$ cat config.mk
export PLATFORM = sky130hd
export DESIGN_NAME = ifsb_flag_bank
export DESIGN_NICKNAME = d
export VERILOG_FILES = /design/src/shared/ifsb_pkg.sv /design/src/logic/ifsb_flag_bank.sv
export VERILOG_INCLUDE_DIRS = /design/src /design/src/shared
export SDC_FILE = /design/constraint.sdc
export NUM_CORES = 1
export LEC_CHECK = 0
export BUFFER_PORTS_ARGS = -buffer_cell sky130_fd_sc_hd__buf_4
export CAP_MARGIN = 20
export CORE_MARGIN = 3
export CORE_UTILIZATION = 45
export CTS_BUF_LIST = sky130_fd_sc_hd__clkbuf_8 sky130_fd_sc_hd__clkbuf_16
export DETAILED_ROUTE_END_ITERATION = 8
export GPL_TIMING_DRIVEN = 0
export PLACE_DENSITY = 0.8
export SYNTH_ARGS = -nofsm -noshare
export SYNTH_HDL_FRONTEND = slang
export SYNTH_SLANG_ARGS = --single-unit
$ cat constraint.sdc
create_clock -name clk -period 1.6 [get_ports clk]
set_input_delay 0.08 -clock clk [delete_from_list [all_inputs] [get_ports clk]]
set_output_delay 0.08 -clock clk [all_outputs]
set_load 0.01 [all_outputs]
$ cat src/shared/ifsb_defs.svh
/*
 flag status bank constants: register byte offsets, bit positions, implemented masks, reset values.
 assumes 32-bit AXI4-Lite word addressing with the 16-bit registers in the low half of each word.
*/
`ifndef IFSB_DEFS_SVH
`define IFSB_DEFS_SVH

`define IFSB_ADDR_W 4
`define IFSB_OFS_FLAGS0 4'h0
`define IFSB_OFS_FLAGS1 4'h4

`define IFSB_F0_CAPTURE_CH1 1
`define IFSB_F0_EXT_IRQ0 0

`define IFSB_F1_EXT_IRQ2 13
`define IFSB_F1_CAPTURE_CH8 7
`define IFSB_F1_CAPTURE_CH7 6
`define IFSB_F1_EXT_IRQ1 4
`define IFSB_F1_PIN_CHANGE 3
`define IFSB_F1_I2C_MASTER 1
`define IFSB_F1_I2C_SLAVE 0

`define IFSB_MASK0 16'h0003
`define IFSB_MASK1 16'h20db
`define IFSB_RESET0 16'h0000
`define IFSB_RESET1 16'h0000

`define IFSB_RESP_OKAY 2'h0
`define IFSB_RESP_SLVERR 2'h2

`endif

$ cat src/shared/ifsb_pkg.sv
/*
 types for the flag status bank.
 assumes the constants header is compiled alongside.
*/
package ifsb_pkg;
   typedef struct packed {
      logic [15:0] flags0;
      logic [15:0] flags1;
      logic awHeld;
      logic awReady;
      logic [3:0] awAddr;
      logic wHeld;
      logic wReady;
      logic [31:0] wData;
      logic [3:0] wStrb;
      logic bValid;
      logic [1:0] bResp;
      logic arReady;
      logic rValid;
      logic [31:0] rData;
      logic [1:0] rResp;
      logic [15:0] srcSync1;
      logic [15:0] srcSync2;
      logic [15:0] srcLast;
   } ifsb_state_t;
endpackage

$ cat src/logic/ifsb_flag_bank.sv
/*
 interrupt flag status bank: two 16-bit flag registers behind an AXI4-Lite slave.
 assumes request lines are asynchronous levels; a rising edge records a request.
*/
`timescale 1ns/1ps
`include "ifsb_defs.svh"

module ifsb_flag_bank
   import ifsb_pkg::*;
(
   input wire logic clk,
   input wire logic reset_n,
   input wire logic capture_ch1_req,
   input wire logic ext_irq0_req,
   input wire logic ext_irq1_req,
   input wire logic ext_irq2_req,
   input wire logic capture_ch7_req,
   input wire logic capture_ch8_req,
   input wire logic pin_change_req,
   input wire logic i2c_master_req,
   input wire logic i2c_slave_req,
   input wire logic [`IFSB_ADDR_W-1:0] s_axi_awaddr,
   input wire logic s_axi_awvalid,
   output logic s_axi_awready,
   input wire logic [31:0] s_axi_wdata,
   input wire logic [3:0] s_axi_wstrb,
   input wire logic s_axi_wvalid,
   output logic s_axi_wready,
   output logic [1:0] s_axi_bresp,
   output logic s_axi_bvalid,
   input wire logic s_axi_bready,
   input wire logic [`IFSB_ADDR_W-1:0] s_axi_araddr,
   input wire logic s_axi_arvalid,
   output logic s_axi_arready,
   output logic [31:0] s_axi_rdata,
   output logic [1:0] s_axi_rresp,
   output logic s_axi_rvalid,
   input wire logic s_axi_rready,
   output logic [15:0] interrupt_flags_0,
   output logic [15:0] interrupt_flags_1
);

   ////////////////////////////////////////////////////////////////////////////
   ifsb_state_t st_q;
   ifsb_state_t st_d;
   logic [15:0] srcRaw;
   logic [15:0] srcRise;
   logic [15:0] srcRise0;
   logic [15:0] srcRise1;
   logic wrFire;
   logic rdFire;

   function automatic logic [15:0] merge_strb(input logic [15:0] oldV, input logic [31:0] wd,
                                              input logic [3:0] strb, input logic [15:0] mask);
      logic [15:0] nv;
      nv = oldV;
      if (strb[0]) begin
         nv[7:0] = wd[7:0];
      end
      if (strb[1]) begin
         nv[15:8] = wd[15:8];
      end
      merge_strb = nv & mask;
   endfunction

   // one decoder shared by the write and read paths so both always agree on the map
   localparam logic [1:0] SEL_NONE = 2'h0;
   localparam logic [1:0] SEL_FLAGS0 = 2'h1;
   localparam logic [1:0] SEL_FLAGS1 = 2'h2;

   function automatic logic [1:0] reg_select(input logic [`IFSB_ADDR_W-1:0] addr);
      logic [1:0] sel;
      sel = SEL_NONE;
      if (addr == `IFSB_OFS_FLAGS0) begin
         sel = SEL_FLAGS0;
      end
      if (addr == `IFSB_OFS_FLAGS1) begin
         sel = SEL_FLAGS1;
      end
      reg_select = sel;
   endfunction

   // sources packed at their flags1 positions; bits 15:14 carry flags0 sources
   always_comb begin
      srcRaw = 16'h0000;
      srcRaw[15] = capture_ch1_req;
      srcRaw[14] = ext_irq0_req;
      srcRaw[`IFSB_F1_EXT_IRQ2] = ext_irq2_req;
      srcRaw[`IFSB_F1_CAPTURE_CH8] = capture_ch8_req;
      srcRaw[`IFSB_F1_CAPTURE_CH7] = capture_ch7_req;
      srcRaw[`IFSB_F1_EXT_IRQ1] = ext_irq1_req;
      srcRaw[`IFSB_F1_PIN_CHANGE] = pin_change_req;
      srcRaw[`IFSB_F1_I2C_MASTER] = i2c_master_req;
      srcRaw[`IFSB_F1_I2C_SLAVE] = i2c_slave_req;
   end

   // edge taken from the second sync stage only; the first feeds nothing else
   assign srcRise = st_q.srcSync2 & ~st_q.srcLast;
   always_comb begin
      srcRise0 = 16'h0000;
      srcRise0[`IFSB_F0_CAPTURE_CH1] = srcRise[15];
      srcRise0[`IFSB_F0_EXT_IRQ0] = srcRise[14];
      srcRise1 = srcRise & `IFSB_MASK1;
   end

   assign wrFire = st_q.awHeld && st_q.wHeld && !st_q.bValid;
   assign rdFire = s_axi_arvalid && st_q.arReady;

   ////////////////////////////////////////////////////////////////////////////
   always_comb begin
      st_d = st_q;
      st_d.srcSync1 = srcRaw;
      st_d.srcSync2 = st_q.srcSync1;
      st_d.srcLast = st_q.srcSync2;
      if (s_axi_awvalid && !st_q.awHeld) begin
         st_d.awHeld = 1'b1;
         st_d.awAddr = s_axi_awaddr;
      end
      if (s_axi_wvalid && !st_q.wHeld) begin
         st_d.wHeld = 1'b1;
         st_d.wData = s_axi_wdata;
         st_d.wStrb = s_axi_wstrb;
      end
      // software write first, then hardware sets win over a same-cycle clear
      if (wrFire) begin
         st_d.awHeld = 1'b0;
         st_d.wHeld = 1'b0;
         st_d.bValid = 1'b1;
         st_d.bResp = `IFSB_RESP_OKAY;
         case (reg_select(st_q.awAddr))
            SEL_FLAGS0: begin
               st_d.flags0 = merge_strb(st_q.flags0, st_q.wData, st_q.wStrb, `IFSB_MASK0);
            end
            SEL_FLAGS1: begin
               st_d.flags1 = merge_strb(st_q.flags1, st_q.wData, st_q.wStrb, `IFSB_MASK1);
            end
            default: begin
               st_d.bResp = `IFSB_RESP_SLVERR;
            end
         endcase
      end
      st_d.flags0 = st_d.flags0 | srcRise0;
      st_d.flags1 = st_d.flags1 | srcRise1;
      if (st_q.bValid && s_axi_bready) begin
         st_d.bValid = 1'b0;
      end
      if (rdFire) begin
         st_d.arReady = 1'b0;
         st_d.rValid = 1'b1;
         st_d.rResp = `IFSB_RESP_OKAY;
         case (reg_select(s_axi_araddr))
            SEL_FLAGS0: begin
               st_d.rData = {16'h0000, st_q.flags0 & `IFSB_MASK0};
            end
            SEL_FLAGS1: begin
               st_d.rData = {16'h0000, st_q.flags1 & `IFSB_MASK1};
            end
            default: begin
               st_d.rData = 32'h00000000;
               st_d.rResp = `IFSB_RESP_SLVERR;
            end
         endcase
      end
      if (st_q.rValid && s_axi_rready) begin
         st_d.rValid = 1'b0;
         st_d.arReady = 1'b1;
      end
      // ready flops hold the inverse of the held flags so the bus sees a plain register
      st_d.awReady = !st_d.awHeld;
      st_d.wReady = !st_d.wHeld;
   end

   always_ff @(posedge clk or negedge reset_n) begin
      if (!reset_n) begin
         st_q <= '0;
         st_q.flags0 <= `IFSB_RESET0;
         st_q.flags1 <= `IFSB_RESET1;
         st_q.arReady <= 1'b1;
         st_q.awReady <= 1'b1;
         st_q.wReady <= 1'b1;
      end else begin
         st_q <= st_d;
      end
   end

   ////////////////////////////////////////////////////////////////////////////
   assign s_axi_awready = st_q.awReady;
   assign s_axi_wready = st_q.wReady;
   assign s_axi_bvalid = st_q.bValid;
   assign s_axi_bresp = st_q.bResp;
   assign s_axi_arready = st_q.arReady;
   assign s_axi_rvalid = st_q.rValid;
   assign s_axi_rdata = st_q.rData;
   assign s_axi_rresp = st_q.rResp;
   assign interrupt_flags_0 = st_q.flags0;
   assign interrupt_flags_1 = st_q.flags1;

   ////////////////////////////////////////////////////////////////////////////
   // checks
   AST_RISE_SETS_FLAG1: assert property (@(posedge clk) disable iff (!reset_n)
      (srcRise1 != 16'h0000) |=> ((st_q.flags1 & $past(srcRise1)) == $past(srcRise1)))
      else $error("flags1 missed a request edge");
   AST_CH1_BIT: assert property (@(posedge clk) disable iff (!reset_n)
      srcRise[15] |=> interrupt_flags_0[1])
      else $error("capture ch1 flag not at bit 1");
   AST_IRQ0_BIT: assert property (@(posedge clk) disable iff (!reset_n)
      srcRise[14] |=> interrupt_flags_0[0])
      else $error("ext irq0 flag not at bit 0");
   AST_CH8_PATH: assert property (@(posedge clk) disable iff (!reset_n)
      $rose(capture_ch8_req) ##1 capture_ch8_req [*2] |=> ##1 interrupt_flags_1[7])
      else $error("capture ch8 flag not set");
   AST_IRQ1_BIT: assert property (@(posedge clk) disable iff (!reset_n)
      srcRise[4] |=> interrupt_flags_1[4])
      else $error("ext irq1 flag not at bit 4");
   AST_PINCHG_BIT: assert property (@(posedge clk) disable iff (!reset_n)
      srcRise[3] |=> interrupt_flags_1[3])
      else $error("pin change flag not at bit 3");
   AST_I2CM_BIT: assert property (@(posedge clk) disable iff (!reset_n)
      srcRise[1] |=> interrupt_flags_1[1])
      else $error("i2c master flag not at bit 1");
   AST_I2CS_BIT: assert property (@(posedge clk) disable iff (!reset_n)
      srcRise[0] |=> interrupt_flags_1[0])
      else $error("i2c slave flag not at bit 0");
   AST_UNIMPL_ZERO: assert property (@(posedge clk) disable iff (!reset_n)
      ((interrupt_flags_1 & ~`IFSB_MASK1) == 16'h0000) && ((interrupt_flags_0 & ~`IFSB_MASK0) == 16'h0000))
      else $error("unimplemented flag bit set");
   AST_IRQ2_BIT: assert property (@(posedge clk) disable iff (!reset_n)
      srcRise[13] |=> interrupt_flags_1[13])
      else $error("ext irq2 flag not at bit 13");
   AST_SW_CLEAR: assert property (@(posedge clk) disable iff (!reset_n)
      (wrFire && st_q.awAddr == `IFSB_OFS_FLAGS1 && st_q.wStrb[0] && st_q.wData[0] == 1'b0 && !srcRise[0])
      |=> !interrupt_flags_1[0])
      else $error("software clear of flags1 bit 0 lost");
   AST_READ_ANSWER: assert property (@(posedge clk) disable iff (!reset_n)
      rdFire |=> s_axi_rvalid && !s_axi_arready)
      else $error("read answer not one cycle after address");
   AST_CH7_BIT: assert property (@(posedge clk) disable iff (!reset_n)
      srcRise[6] |=> interrupt_flags_1[6])
      else $error("capture ch7 flag not at bit 6");
   AST_CH8_BIT: assert property (@(posedge clk) disable iff (!reset_n)
      srcRise[7] |=> interrupt_flags_1[7])
      else $error("capture ch8 flag not at bit 7");
   AST_RISE_ONCE: assert property (@(posedge clk) disable iff (!reset_n)
      (srcRise != 16'h0000) |=> ((srcRise & $past(srcRise)) == 16'h0000))
      else $error("a held request level raised a second edge");

   ////////////////////////////////////////////////////////////////////////////
   // request paths: pin rise to flag, through two sync stages and the edge detector
   AST_CH1_PATH: assert property (@(posedge clk) disable iff (!reset_n)
      $rose(capture_ch1_req) ##1 capture_ch1_req [*2] |=> ##1 interrupt_flags_0[1])
      else $error("capture ch1 request did not reach its flag");
   AST_IRQ0_PATH: assert property (@(posedge clk) disable iff (!reset_n)
      $rose(ext_irq0_req) ##1 ext_irq0_req [*2] |=> ##1 interrupt_flags_0[0])
      else $error("ext irq0 request did not reach its flag");
   AST_CH7_PATH: assert property (@(posedge clk) disable iff (!reset_n)
      $rose(capture_ch7_req) ##1 capture_ch7_req [*2] |=> ##1 interrupt_flags_1[6])
      else $error("capture ch7 request did not reach its flag");
   AST_IRQ1_PATH: assert property (@(posedge clk) disable iff (!reset_n)
      $rose(ext_irq1_req) ##1 ext_irq1_req [*2] |=> ##1 interrupt_flags_1[4])
      else $error("ext irq1 request did not reach its flag");
   AST_PINCHG_PATH: assert property (@(posedge clk) disable iff (!reset_n)
      $rose(pin_change_req) ##1 pin_change_req [*2] |=> ##1 interrupt_flags_1[3])
      else $error("pin change request did not reach its flag");
   AST_I2CM_PATH: assert property (@(posedge clk) disable iff (!reset_n)
      $rose(i2c_master_req) ##1 i2c_master_req [*2] |=> ##1 interrupt_flags_1[1])
      else $error("i2c master request did not reach its flag");
   AST_I2CS_PATH: assert property (@(posedge clk) disable iff (!reset_n)
      $rose(i2c_slave_req) ##1 i2c_slave_req [*2] |=> ##1 interrupt_flags_1[0])
      else $error("i2c slave request did not reach its flag");
   AST_IRQ2_PATH: assert property (@(posedge clk) disable iff (!reset_n)
      $rose(ext_irq2_req) ##1 ext_irq2_req [*2] |=> ##1 interrupt_flags_1[13])
      else $error("ext irq2 request did not reach its flag");

   ////////////////////////////////////////////////////////////////////////////
   // flag integrity: nothing sets a flag but a request edge or a write
   AST_NO_SPURIOUS0: assert property (@(posedge clk) disable iff (!reset_n)
      !wrFire |=> ((interrupt_flags_0 & ~$past(interrupt_flags_0) & ~$past(srcRise0)) == 16'h0000))
      else $error("flags0 bit set without a request");
   AST_NO_SPURIOUS1: assert property (@(posedge clk) disable iff (!reset_n)
      !wrFire |=> ((interrupt_flags_1 & ~$past(interrupt_flags_1) & ~$past(srcRise1)) == 16'h0000))
      else $error("flags1 bit set without a request");
   AST_FLAGS_HOLD: assert property (@(posedge clk) disable iff (!reset_n)
      (!wrFire && (srcRise0 == 16'h0000) && (srcRise1 == 16'h0000)) |=> ($stable(interrupt_flags_0) && $stable(interrupt_flags_1)))
      else $error("flags changed with no request and no write");
   AST_RESET_CLEAR: assert property (@(posedge clk)
      $rose(reset_n) |-> ((interrupt_flags_0 == 16'h0000) && (interrupt_flags_1 == 16'h0000)))
      else $error("flags not clear after reset");
   AST_BAD_WRITE_KEEPS: assert property (@(posedge clk) disable iff (!reset_n)
      (wrFire && (reg_select(st_q.awAddr) == SEL_NONE)) |=>
      ((interrupt_flags_0 == ($past(interrupt_flags_0) | $past(srcRise0))) && (interrupt_flags_1 == ($past(interrupt_flags_1) | $past(srcRise1)))))
      else $error("unmapped write changed a flag");

   ////////////////////////////////////////////////////////////////////////////
   // register bus handshakes and answers
   AST_WRITE_ANSWER: assert property (@(posedge clk) disable iff (!reset_n)
      wrFire |=> s_axi_bvalid)
      else $error("write answer not one cycle after both channels held");
   AST_WRITE_OKAY: assert property (@(posedge clk) disable iff (!reset_n)
      (wrFire && (reg_select(st_q.awAddr) != SEL_NONE)) |=> (s_axi_bresp == `IFSB_RESP_OKAY))
      else $error("mapped write not answered okay");
   AST_BAD_WRITE_RESP: assert property (@(posedge clk) disable iff (!reset_n)
      (wrFire && (reg_select(st_q.awAddr) == SEL_NONE)) |=> (s_axi_bresp == `IFSB_RESP_SLVERR))
      else $error("unmapped write not answered with an error");
   AST_BVALID_HOLD: assert property (@(posedge clk) disable iff (!reset_n)
      (s_axi_bvalid && !s_axi_bready) |=> (s_axi_bvalid && $stable(s_axi_bresp)))
      else $error("write answer dropped before it was taken");
   AST_RVALID_HOLD: assert property (@(posedge clk) disable iff (!reset_n)
      (s_axi_rvalid && !s_axi_rready) |=> (s_axi_rvalid && $stable(s_axi_rdata) && $stable(s_axi_rresp)))
      else $error("read answer dropped before it was taken");
   AST_AR_BLOCKED: assert property (@(posedge clk) disable iff (!reset_n)
      s_axi_rvalid |-> !s_axi_arready)
      else $error("read address accepted while an answer is pending");
   AST_READ_FLAGS0: assert property (@(posedge clk) disable iff (!reset_n)
      (rdFire && (reg_select(s_axi_araddr) == SEL_FLAGS0)) |=>
      ((s_axi_rdata == {16'h0000, $past(interrupt_flags_0)}) && (s_axi_rresp == `IFSB_RESP_OKAY)))
      else $error("flags0 read does not return the register");
   AST_READ_FLAGS1: assert property (@(posedge clk) disable iff (!reset_n)
      (rdFire && (reg_select(s_axi_araddr) == SEL_FLAGS1)) |=>
      ((s_axi_rdata == {16'h0000, $past(interrupt_flags_1) & `IFSB_MASK1}) && (s_axi_rresp == `IFSB_RESP_OKAY)))
      else $error("flags1 read does not return the masked register");
   AST_BAD_READ: assert property (@(posedge clk) disable iff (!reset_n)
      (rdFire && (reg_select(s_axi_araddr) == SEL_NONE)) |=> ((s_axi_rresp == `IFSB_RESP_SLVERR) && (s_axi_rdata == 32'h00000000)))
      else $error("unmapped read not answered with an error");

   ////////////////////////////////////////////////////////////////////////////
   // main scenarios
   COV_READ: cover property (@(posedge clk) disable iff (!reset_n) rdFire);
   COV_WRITE: cover property (@(posedge clk) disable iff (!reset_n) wrFire);
   COV_SET_CLEAR: cover property (@(posedge clk) disable iff (!reset_n) wrFire && (srcRise != 16'h0000));
   COV_BAD_ADDR: cover property (@(posedge clk) disable iff (!reset_n) s_axi_bvalid && s_axi_bresp == `IFSB_RESP_SLVERR);
   COV_RESET_RELEASE: cover property (@(posedge clk) $rose(reset_n));

endmodule // ifsb_flag_bank

==> key figures <==
Outcome
  – Status: finished clean

STA
  – Tcrit/Tclk final: a little over nine tenths
  – Worst slew pin tran: 0.779 ns
  – Final Hold Fails: 0
  – Slew Limit Fails: 0
  – Final setup TNS: 0 ns
  – Fmax: between 0.6 and 0.7 GHz
  – Max_slew headroom: just under 50%
  – Final worst path period need: 1.53 ns
  – Clock Skew: between 0.007 and 0.008 ns
  – Setup ws final: around 0.069 ns
  – Number of setup violations in the final report: 0

Place
  – Placed instance count: approximately 400
  – Placed Area: 3450 um^2
  – Routability-driven placement congestion ratio: 0.776
  – I/O Buffers: 55
  – Pre-CTS WS: between 0.03 and 0.04 ns
  – DP Wirelength: 3.74 mm

Clock network
  – Clock tree from TritonCTS: done
  – Skew-Pair Late Insertion Delay: ~0.33 ns
  – Root Driver: clkbuf_8
  – Sink Count: between 60 and 70
  – Maximum clock path buffer count: 2
  – Clock transition at the registers of the reported paths: around 0.07 ns
  – H-tree levels: 3
  – TritonCTS Buffers: 9

Setup path
  – Reg2reg setup slack: just under 0.07 ns
  – R2R depth: 4
  – Crit Reg-Reg Startpoint: st_q[126]
  – Worst Path Class, Setup: reg2reg
  – Worst r2r dst: interrupt_flags_1[6]
  – CP startpoint kind: flop
  – Largest fanout on the critical path: 7
  – CP Data Required Time: 1.81 ns
  – Setup crit start: st_q[126]
  – Data arrival, critical path: between 1.5 and 2 ns
  – CP Capture Point: interrupt_flags_1[6]
  – Endpoint class of the critical path: flop

Route
  – Antenna viol nets, final: 0
  – Vias/cell: around 4.2
  – DRT iter0 DRCs: 100
  – DRT Pass-1 Iters: 4
  – WL final: about 5.4 mm
  – Post-route DRC violation count: 0
  – WL/cell: 12.0 um
  – Total vias in the final route: approximately 1900

Synth
  – Sequential share of the synthesized area: ~59%
  – Yosys warning count: 0
  – Seq cells post-synth: 65
  – Post-synthesis cell type count: 31
  – Mapped Area: between 2000 and 3000 um^2
  – Mean Syn Cell Area: 12.2 um^2
  – Synthesized instance count: between 200 and 250

Floorplan
  – Ports: between 100 and 150
  – Die area: a little over 7000 um^2
  – Chip height: about 84 um
  – Starting Density: 48.5%
  – Die Span X: around 84 um
  – Cell Rows: 27
  – Core ar.: 5710 um^2

Layout
  – Layout Cells excl Fill: 450
  – Most frequent cells in the layout: 126 x buf_4, 60 x dfrtp_1, 50 x conb_1
  – Nets: 433
  – # diodes: 0
  – Commonest non-fill, non-tap cell in the layout: buf_4
  – Layout cells sized above 1: between 40% and 50%
  – Final Cell Area: approximately 4000 um^2
  – Synth-to-Final Area Change: 45.5%

Global routing
  – First-pass GRT wire length: about 8.8 mm
  – Total GRT Usage: between 10% and 20%
  – Grt total ovfl: 0
  – Vias in the first global route: between 1500 and 2000
  – Initial antenna violation count: 0
  – Largest net degree at the start of global routing: 66

Power
  – PnR Total Power: about 0.0054 W
  – Pwr dens: approximately 1300 nW/um^2
  – Pleak: between 2 and 2.5 nW
  – VDD IR max: a little under 0.8 mV

Job
  – Max Cap Viol: 0

Worst hold path
  – HP Class: in2reg
[area by class of cell]
| class | instances | area, um^2 |
|---|---|---|
| multi-input combinational | 125 | 758 |
| buffer | 72 | 531 |
| clock buffer | 10 | 138 |
| sequential | 65 | 1630 |
| inverter | 14 | 52.6 |
| timing repair buffer | 86 | 716 |
| fill | 429 | 1690 |
| tap | 72 | 90.1 |
| clock inverter | 6 | 106 |
[cell families after synthesis]
group | share of synthesized area [%]
compound gates | 6.74
flops | 58.9
simple gates | 6.42
mux | 6.78
other cells | 0.136
buf+inv | 21.0
[per-layer routing]
metal  share of wire [%]  GRT usage (%)  vias to the layer above
li1                    -              -                      936
met1                  40           18.1                      868
met2                  52           26.8                       65
met3                 6.6           4.12                       11
met4                 2.0           6.62                        0
met5                   0              0                        -
[cells in the mapped netlist, drive strengths merged]
cell type	n	area share (%)
buf	70	19
dfrtp	62	56
nand3	1	0.18
and4b	1	0.36
nor2b	2	0.45
nand2	5	0.68
nand3b	1	0.27
or4	1	0.27
a22o	5	1.6
clkbuf	2	0.27
or3	1	0.23
or4b	1	0.36
o22ai	9	2.0
and3b	1	0.32
dfstp	3	2.8
o31ai	2	0.54
nand4b	1	0.32
a21oi	8	1.4
mux2	14	5.7
a31oi	1	0.23
conb	1	0.14
o21ai	5	0.90
nor3	9	1.6
nor4	2	0.68
nor4b	1	0.54
inv	14	1.9
nor2	1	0.14
mux2i	3	1.1
[stage by stage]
step           util (%)  hold WS (ns)
2_1_floorplan         -        -0.216
3_3_place_gp       60.5         0.190
3_5_place_dp       60.5         0.190
4_1_cts            69.7         0.109
5_1_grt            70.5         0.143
6_report           70.5         0.115
[flip-flops by register name (all words and copies together), names as in the netlist]
| name | cells |
|---|---|
| s_axi_rvalid | 1 |
| st_d | 18 |
| interrupt_flags_0 | 2 |
| s_axi_arready | 1 |
| interrupt_flags_1 | 7 |
| s_axi_wready | 1 |
| s_axi_bresp | 1 |
| s_axi_bvalid | 1 |
| s_axi_awready | 1 |
| s_axi_rdata | 7 |
| st_q | 24 |
| s_axi_rresp | 1 |
[what timing repair did]
action / in CTS / in global routing
hold buffers: 28 / 0
hold endpoints to repair: 89 / 0
setup endpoints to repair: 0 / 7
buffers inserted: 0 / 3
resized for setup: 0 / 6
[critical path: stages (launching register included)]
cell      delay [ns]
dfrtp_2         0.44
or4b_1          0.52
clkbuf_4        0.20
nor3_1          0.15
o22ai_1         0.11
[worst min path at each step]
stage	cells after the start	slack, ns	end	startpoint
2_1_floorplan	0	-0.22	interrupt_flags_0[0]	reset_n
3_3_place_gp	1	0.19	st_d[31]	capture_ch1_req
3_5_place_dp	1	0.19	st_d[23]	capture_ch8_req
4_1_cts	3	0.11	s_axi_rdata[1]	s_axi_araddr[0]
5_1_grt	3	0.14	s_axi_rdata[1]	s_axi_araddr[0]
6_report	3	0.11	s_axi_rdata[1]	s_axi_araddr[0]
[power breakdown]
| part | total (W) | switching (W) | leakage (nW) | internal [W] |
|---|---|---|---|---|
| sequential | 0.00233 | 0.000296 | 0.742 | 0.00203 |
| combinational | 0.00141 | 0.000606 | 1.16 | 0.000802 |
| clock | 0.00167 | 0.000600 | 0.124 | 0.00107 |
(Power assumes the default switching activity.)
